==> config.mk <==
export PLATFORM = sky130hd
export DESIGN_NAME = fpmap_top
export DESIGN_NICKNAME = d
export VERILOG_FILES = /design/src/logic/fpmap_top.v
export VERILOG_INCLUDE_DIRS = /design/src /design/src/logic
export SDC_FILE = /design/constraint.sdc
export NUM_CORES = 1
export LEC_CHECK = 0
export ABC_AREA = 1
export BUFFER_PORTS_ARGS = -buffer_cell sky130_fd_sc_hd__buf_2
export CAP_MARGIN = 0
export CORE_UTILIZATION = 40
export CTS_CLUSTER_DIAMETER = 100
export DETAILED_ROUTE_END_ITERATION = 8
export PLACE_DENSITY_LB_ADDON = 0.3
export SKIP_CTS_REPAIR_TIMING = 1
export SYNTH_ARGS = -nofsm -noshare
export SYNTH_HDL_FRONTEND = slang
export SYNTH_SLANG_ARGS = --single-unit
==> constraint.sdc <==
create_clock -name SYS_CLK -period 1.85 [get_ports SYS_CLK]
set_input_delay 0 -clock SYS_CLK [delete_from_list [all_inputs] [get_ports SYS_CLK]]
set_output_delay 0 -clock SYS_CLK [all_outputs]
set_load 0.02 [all_outputs]
==> src/logic/fpmap_defines.vh <==
// Constants for the fault-line propagation and power-good mapping block.
// Assumes a 125 MHz system clock; included by the single design file.
`ifndef FPMAP_DEFINES_VH
`define FPMAP_DEFINES_VH
// Register selects on the page-addressed command port
`define FPMAP_SEL_PROP_A 2'h0
`define FPMAP_SEL_PROP_B 2'h1
`define FPMAP_SEL_GOOD_EN 2'h2
`define FPMAP_SEL_RESP 2'h3
// Field positions
`define FPMAP_PROP_BIT 0
`define FPMAP_GOOD_WDOG_BIT 8
// Reset values
`define FPMAP_PROP_RST 8'h00
`define FPMAP_GOOD_EN_RST 9'h000
`define FPMAP_RESP_RST 8'h00
// Timing: fault line must stay low this long before a response shutdown
`define FPMAP_LINE_HOLD_NS 10000
`define FPMAP_CLK_PERIOD_NS 8
`define FPMAP_LINE_HOLD_CYC ((`FPMAP_LINE_HOLD_NS + `FPMAP_CLK_PERIOD_NS - 1) / `FPMAP_CLK_PERIOD_NS)
`endif

==> src/logic/fpmap_top.v <==
// Fault-line propagation and power-good pin mapping for eight channels.
// Assumes per-channel fault and good status from same-clock logic and
// a page-addressed register port from the command interface.
// Summary of operation
// - Pages 0-3 drive only zone-0 lines
// - Pages 4-7 drive only zone-1 lines
// - Zone-0 line A pulled per enable
// - Zone-1 line A pulled per enable
// - Zone-0 line B pulled per enable
// - Zone-1 line B pulled per enable
// - Propagate bits 15:1 read zero
// - Response zero ignores low fault line
// - Good pin ANDs enabled channel statuses
// - Disabled channels excluded from good
// - Watchdog alive term when enabled
// - Watchdog ignored when disabled
// - Odd high-res channels never contribute
// - Good enable bits 15:9 read zero
// - Shutdown after 10us low; restart on release
`include "fpmap_defines.vh"
`timescale 1ns/1ps
`default_nettype none
module fpmap_top #(
    parameter NUM_CH = 8,
    parameter HOLD_CYC = `FPMAP_LINE_HOLD_CYC
) (
    // Clock and reset
    input wire SYS_CLK,
    input wire RESET,
    // Register port: page, select, write strobe and data
    input wire [2:0] REG_PAGE,
    input wire [1:0] REG_SEL,
    input wire REG_WR,
    input wire [15:0] REG_WDATA,
    output reg [15:0] REG_RDATA,
    // Channel status
    input wire [7:0] CH_FAULTED_OFF,
    input wire [7:0] CH_GOOD,
    input wire [7:0] CH_HIGH_RES,
    input wire WDOG_EXPIRED,
    // Shared fault lines: input, output, output enable (low = drive)
    input wire ZONE0_FAULT_LINE_A_IN,
    input wire ZONE0_FAULT_LINE_B_IN,
    input wire ZONE1_FAULT_LINE_A_IN,
    input wire ZONE1_FAULT_LINE_B_IN,
    output wire [3:0] ZONE_FAULT_LINE_OUT,
    output reg [3:0] ZONE_FAULT_LINE_OE_N,
    // Channel shutdown request and power-good pin
    output reg [7:0] CH_LINE_SHUTDOWN,
    output reg POWER_GOOD
);
    integer i;
    genvar g;
    // Line count is fixed by the pin-out: two zones of two lines
    localparam NUM_LINES = 4;
    // Low-time counter width; HOLD_CYC must stay below 2**HOLD_W
    localparam HOLD_W = 16;
    localparam [HOLD_W-1:0] HOLD_LIMIT = HOLD_CYC[HOLD_W-1:0];
    // Configuration registers
    reg [7:0] prop_a_reg;
    reg [7:0] prop_b_reg;
    reg [8:0] good_en_reg;
    reg [7:0] resp_a_reg;
    reg [7:0] resp_b_reg;
    // Write decode
    wire wr_prop_a;
    wire wr_prop_b;
    wire wr_good_en;
    wire wr_resp;
    // Line levels and drive requests
    wire [3:0] line_raw;
    wire [NUM_LINES-1:0] line_low;
    wire [NUM_LINES-1:0] drive_req;
    // Power-good votes and next values
    wire [NUM_CH-1:0] chan_ok;
    reg good_next;
    reg [15:0] rdata_next;
    reg [7:0] shut_next;

    assign line_raw = {ZONE1_FAULT_LINE_B_IN, ZONE1_FAULT_LINE_A_IN,
                       ZONE0_FAULT_LINE_B_IN, ZONE0_FAULT_LINE_A_IN};
    // Open-drain: the data level is always low, only the enable moves
    assign ZONE_FAULT_LINE_OUT = 4'h0;

    // Line index for channel c on line b (0 = A, 1 = B)
    function [1:0] line_of;
        input [2:0] ch;
        input bsel;
        begin
            line_of = {ch[2], bsel};
        end
    endfunction

    // Register select decode, shared by the write strobes
    function sel_hit;
        input [1:0] sel;
        input [1:0] code;
        begin
            sel_hit = (sel == code);
        end
    endfunction

    assign wr_prop_a = REG_WR && sel_hit(REG_SEL, `FPMAP_SEL_PROP_A);
    assign wr_prop_b = REG_WR && sel_hit(REG_SEL, `FPMAP_SEL_PROP_B);
    assign wr_good_en = REG_WR && sel_hit(REG_SEL, `FPMAP_SEL_GOOD_EN);
    assign wr_resp = REG_WR && sel_hit(REG_SEL, `FPMAP_SEL_RESP);

    // Propagate enables keep only bit 0 of the written word
    always @(posedge SYS_CLK) begin
        if (RESET) begin
            prop_a_reg <= `FPMAP_PROP_RST;
        end else if (wr_prop_a) begin
            prop_a_reg[REG_PAGE] <= REG_WDATA[`FPMAP_PROP_BIT];
        end
    end

    always @(posedge SYS_CLK) begin
        if (RESET) begin
            prop_b_reg <= `FPMAP_PROP_RST;
        end else if (wr_prop_b) begin
            prop_b_reg[REG_PAGE] <= REG_WDATA[`FPMAP_PROP_BIT];
        end
    end

    // Bits 15:9 are not stored at all, so they cannot read back
    always @(posedge SYS_CLK) begin
        if (RESET) begin
            good_en_reg <= `FPMAP_GOOD_EN_RST;
        end else if (wr_good_en) begin
            good_en_reg <= REG_WDATA[8:0];
        end
    end

    // Bit 0 for line A response, bit 1 for line B
    always @(posedge SYS_CLK) begin
        if (RESET) begin
            resp_a_reg <= `FPMAP_RESP_RST;
            resp_b_reg <= `FPMAP_RESP_RST;
        end else if (wr_resp) begin
            resp_a_reg[REG_PAGE] <= REG_WDATA[0];
            resp_b_reg[REG_PAGE] <= REG_WDATA[1];
        end
    end

    // Read mux, registered
    always @* begin
        rdata_next = 16'h0000;
        case (REG_SEL)
            `FPMAP_SEL_PROP_A: rdata_next = {15'h0000, prop_a_reg[REG_PAGE]};
            `FPMAP_SEL_PROP_B: rdata_next = {15'h0000, prop_b_reg[REG_PAGE]};
            `FPMAP_SEL_GOOD_EN: rdata_next = {7'h00, good_en_reg};
            `FPMAP_SEL_RESP: rdata_next = {14'h0000, resp_b_reg[REG_PAGE],
                                           resp_a_reg[REG_PAGE]};
            default: rdata_next = 16'h0000;
        endcase
    end

    // Drive requests: each line looks only at the channels of its own zone
    generate
        for (g = 0; g < NUM_LINES; g = g + 1) begin : g_drive
            localparam BASE = (g / 2) * 4;
            wire [3:0] enables;
            if (g % 2 == 0) begin : g_line_a
                assign enables = prop_a_reg[BASE +: 4];
            end else begin : g_line_b
                assign enables = prop_b_reg[BASE +: 4];
            end
            assign drive_req[g] = |(CH_FAULTED_OFF[BASE +: 4] & enables);
        end
    endgenerate

    // One channel's vote; a disabled or ineligible channel always votes
    // good so that it can never hold the pin low.
    function chan_vote;
        input en;
        input odd;
        input high_res;
        input good;
        begin
            if (!en) begin
                chan_vote = 1'b1;
            end else if (odd && high_res) begin
                chan_vote = 1'b1;
            end else begin
                chan_vote = good;
            end
        end
    endfunction

    generate
        for (g = 0; g < NUM_CH; g = g + 1) begin : g_vote
            // Odd channels in high-res mode measure current, not a rail
            assign chan_ok[g] = chan_vote(good_en_reg[g], (g % 2) == 1, CH_HIGH_RES[g],
                                          CH_GOOD[g]);
        end
    endgenerate

    // Power good: AND over the votes, plus the watchdog when enabled
    always @* begin
        good_next = &chan_ok;
        if (good_en_reg[`FPMAP_GOOD_WDOG_BIT] && WDOG_EXPIRED)
            good_next = 1'b0;
    end

    // Registered read data, one cycle after select and page
    always @(posedge SYS_CLK) begin
        if (RESET)
            REG_RDATA <= 16'h0000;
        else
            REG_RDATA <= rdata_next;
    end

    // Enables are registered so the shared pins never glitch low
    always @(posedge SYS_CLK) begin
        if (RESET)
            ZONE_FAULT_LINE_OE_N <= 4'hF;
        else
            ZONE_FAULT_LINE_OE_N <= ~drive_req;
    end

    always @(posedge SYS_CLK) begin
        if (RESET)
            POWER_GOOD <= 1'b0;
        else
            POWER_GOOD <= good_next;
    end

    // Three-stage capture of each shared line; the level changes only
    // once the last two stages agree, so a one-cycle glitch is ignored.
    generate
        for (g = 0; g < NUM_LINES; g = g + 1) begin : g_sync
            reg sync1_reg;
            reg sync2_reg;
            reg sync3_reg;
            reg low_reg;
            always @(posedge SYS_CLK) begin
                if (RESET) begin
                    // Released level, so no false low follows reset
                    sync1_reg <= 1'b1;
                    sync2_reg <= 1'b1;
                    sync3_reg <= 1'b1;
                    low_reg <= 1'b0;
                end else begin
                    sync1_reg <= line_raw[g];
                    sync2_reg <= sync1_reg;
                    sync3_reg <= sync2_reg;
                    if (!sync2_reg && !sync3_reg)
                        low_reg <= 1'b1;
                    else if (sync2_reg && sync3_reg)
                        low_reg <= 1'b0;
                end
            end
            assign line_low[g] = low_reg;
        end
    endgenerate

    // Per-line low-time counters; a short glitch never shuts a channel
    wire [3:0] line_held;
    generate
        for (g = 0; g < 4; g = g + 1) begin : g_hold
            reg [HOLD_W-1:0] cnt_reg;
            always @(posedge SYS_CLK) begin
                if (RESET)
                    cnt_reg <= 16'h0000;
                else if (!line_low[g])
                    cnt_reg <= 16'h0000;
                else if (cnt_reg < HOLD_LIMIT)
                    cnt_reg <= cnt_reg + 16'h0001;
            end
            // Saturates at the limit so a long fault never wraps around
            assign line_held[g] = (cnt_reg >= HOLD_LIMIT);
        end
    endgenerate

    // Shutdown lasts while the held line stays low; sequencing restarts
    // the channel with its own delay and rise settings after release.
    always @* begin
        shut_next = 8'h00;
        for (i = 0; i < NUM_CH; i = i + 1) begin
            shut_next[i] = (resp_a_reg[i] & line_held[line_of(i[2:0], 1'b0)]) |
                           (resp_b_reg[i] & line_held[line_of(i[2:0], 1'b1)]);
        end
    end

    always @(posedge SYS_CLK) begin
        if (RESET)
            CH_LINE_SHUTDOWN <= 8'h00;
        else
            CH_LINE_SHUTDOWN <= shut_next;
    end
endmodule // fpmap_top
`default_nettype wire

==> out/qor.yml <==
ys_seq_area_frac: 0.4281
worstRegToRegCells: 6
place_congestion: 0.7970
clkTransAtPathRegs_ns: 0.06
timing.rr.start: "g_hold[3].cnt_reg[0]"
synth_cells: 955
powerDensity_nw_per_um2: 851.2
antennaDiodeCount: 0
maxSlewViolCount: 0
start_util: 0.4150
viasPerCell: 4.645
cap_viol_max_count: 0
grt_max_degree: 41
drt-initial-drc-count: 325
num_rows: 46
grt_pass1_wl_um: 23850
setup_ws_ns: 0.3251
holdPathStages: 4
hold_start: "CH_FAULTED_OFF[1]"
critPathMaxFanout: 8
cp-start-kind: "register"
final_cells: 1280
avgSynthCellArea_um2: 7.003
tns_ns: 0
cp.required_ns: 2.20
io_pins: 86
relSlewSlack: 0.6186
critPathCaptureType: "register"
largest_reg_flops: 64
seq_area_um2: 2863
synth_common_cells: "nand2_1 (216), dfxtp_1 (143), inv_1 (126)"
finalWirelength_um: 14320
crit_chain: "ha_1 > nand3_1 > nor3_1 > xor2_1 > nand2_1 > a21oi_1"
leakagePower_nw: 3.401
ant_nets: 0
yosysMostFrequentCell: "nand2_1"
cp.arrival_ns: 1.87
r2r_end: "g_hold[3].cnt_reg[6]"
synth-edff-count: 0
yosys.cell_types.count: 36
core-area_um2: 16120
ys_warn_count: 0
synth_area_leaders: "dfxtp_1 (43%), nand2_1 (12%), inv_1 (7.1%)"
ff2ff_setup_slack_ns: 0.33
max_freq_ghz: 0.6558
holdPathEnd: "ZONE_FAULT_LINE_OE_N[0]"
die-area_um2: 17240
period_needed_ns: 1.525
pre_cts_slack_ns: 0.3454
dp.cells: 1212
portBuffers: 63
setup_violations: 0
nets: 1116
firstDrtPassIters: 5
tightest_slew_ns: 0.5707
dieWidth_um: 131.3
die_y_um: 131.3
syn_area_um2: 6688
vdd_drop_max_mv: 0.7151
finalHoldViolCount: 2
synth_area_leader_cell: "dfxtp_1"
rsz0062_at_grt: "no"
wl_per_cell_um: 11.19
finalPower_mw: 6.863
cts_max_path_buffers: 2
drc_errors: 0
ys_seq_elements: 143
multi_input_area_um2: 3120
htree_num_levels: 4
critPathSlowestCell: "dfxtp_1"
grt_usage: 0.1688
cts_tree: "yes"
yosysTopAreaCellShare: 0.4281
hp-class: "in -> reg"
skew_ns: 0.004990
crit_buf_inv: 0
ys_async_sr_fraction: 0
cts_made_buffers: 17
failed_checks: "negative hold slack"
drive_above_1_share: 0.1288
grt_pass1_vias: 5222
status: "finished, violations left"
holdWs_ns: -0.02536
grt_overflow: 0
syn2layout_area_growth_pct: 20.56
synth-main-ff-cell: "dfxtp_1"
antenna_found_initial: 0
critPathKind: "reg -> reg"
cts_root_buf: "clkbuf_16"
cpPeakStageDelay_ns: 0.47
clock_latency_ns: 0.42
vias: 5946
fill_cells: 1599
crit_family: "flip-flops"
clock-sinks: 143
min_period_over_period: 0.8243
hpwl_um: 9620
area by class of cell:
class	instances	share of cell area
clock buffers	18	0.05447
clock inverters	14	0.01847
inverters	132	0.06207
multi-input cells	652	0.3870
flip-flops and latches	143	0.3551
well taps	216	0.03352
repair buffers	105	0.08939
layout by cell type, fill, tap and decap left out, types with 2 or more instances in the layout:
cell and n:
dfxtp_1 143, nand2_4 3, xor2_1 25, or2_2 8
inv_2 4, nand3_2 2, buf_4 6, nor3_1 19
xnor2_1 3, ha_1 12, conb_1 11, nor4_1 2
dlygate4sd3_1 36, o31ai_1 2, o21ai_1 2, nand2_2 4
nand4_1 4, nor2_2 12, clkinvlp_4 2, nor2_1 114
a21oi_1 84, nand3_1 51, nand2_1 216, inv_8 3
clkinv_4 4, inv_6 4, clkbuf_16 17, inv_1 126
o21ai_0 71, inv_4 2, buf_2 63, o22ai_1 2
how the worst max path moves through the flow:
stage | from | depth (start not counted) | slack, ns | to
after floorplan | g_hold[3].cnt_reg[0] | 6 | 0.54 | g_hold[3].cnt_reg[6]
after global placement | g_hold[3].cnt_reg[0] | 6 | 0.37 | g_hold[3].cnt_reg[6]
after detailed placement | g_hold[3].cnt_reg[0] | 6 | 0.35 | g_hold[3].cnt_reg[6]
after CTS | g_hold[3].cnt_reg[0] | 6 | 0.33 | g_hold[3].cnt_reg[6]
after global routing | g_hold[1].cnt_reg[1] | 7 | 0.18 | g_hold[1].cnt_reg[8]
final | g_hold[3].cnt_reg[0] | 6 | 0.33 | g_hold[3].cnt_reg[6]
layer usage:
metal	global-route usage	vias to the layer above	part of all wire
li1	-	3179	-
met1	0.2162	2608	0.48
met2	0.2689	132	0.46
met3	0.04012	27	0.045
met4	0.07623	0	0.020
met5	0	-	0
kinds of logic (layout without fill, tap and decap cells):
group	count (synthesis)	count (layout)	share of synthesized area
AOI/OAI and AO/OA	162	162	0.1227
xor gates and xnor gates	28	28	0.03667
adders and majority gates	12	12	0.02245
buffers and inverters	170	269	0.1109
DFF	143	143	0.4281
other	1	11	0.0005607
and+or+nand+nor	439	439	0.2786
power by group:
group | total (mW) | internal, mW | switching [mW]
sequential | 3.14 | 3.12 | 0.0185
clock | 3.38 | 1.94 | 1.44
combinational | 0.348 | 0.135 | 0.213
through the flow:
step	util	area [µm²]
after floorplan	-	6725
after global placement	0.4415	7114
after detailed placement	0.4415	7114
after CTS	0.4780	7702
after global routing	0.5003	8063
final	0.5003	8063
worst min-delay path, delay by kind of cell:
family | cells | cell delay [ns]
compound gates | 2 | 0.24
buf+inv | 2 | 0.10
Note: power is estimated with default switching activity, not from simulation.
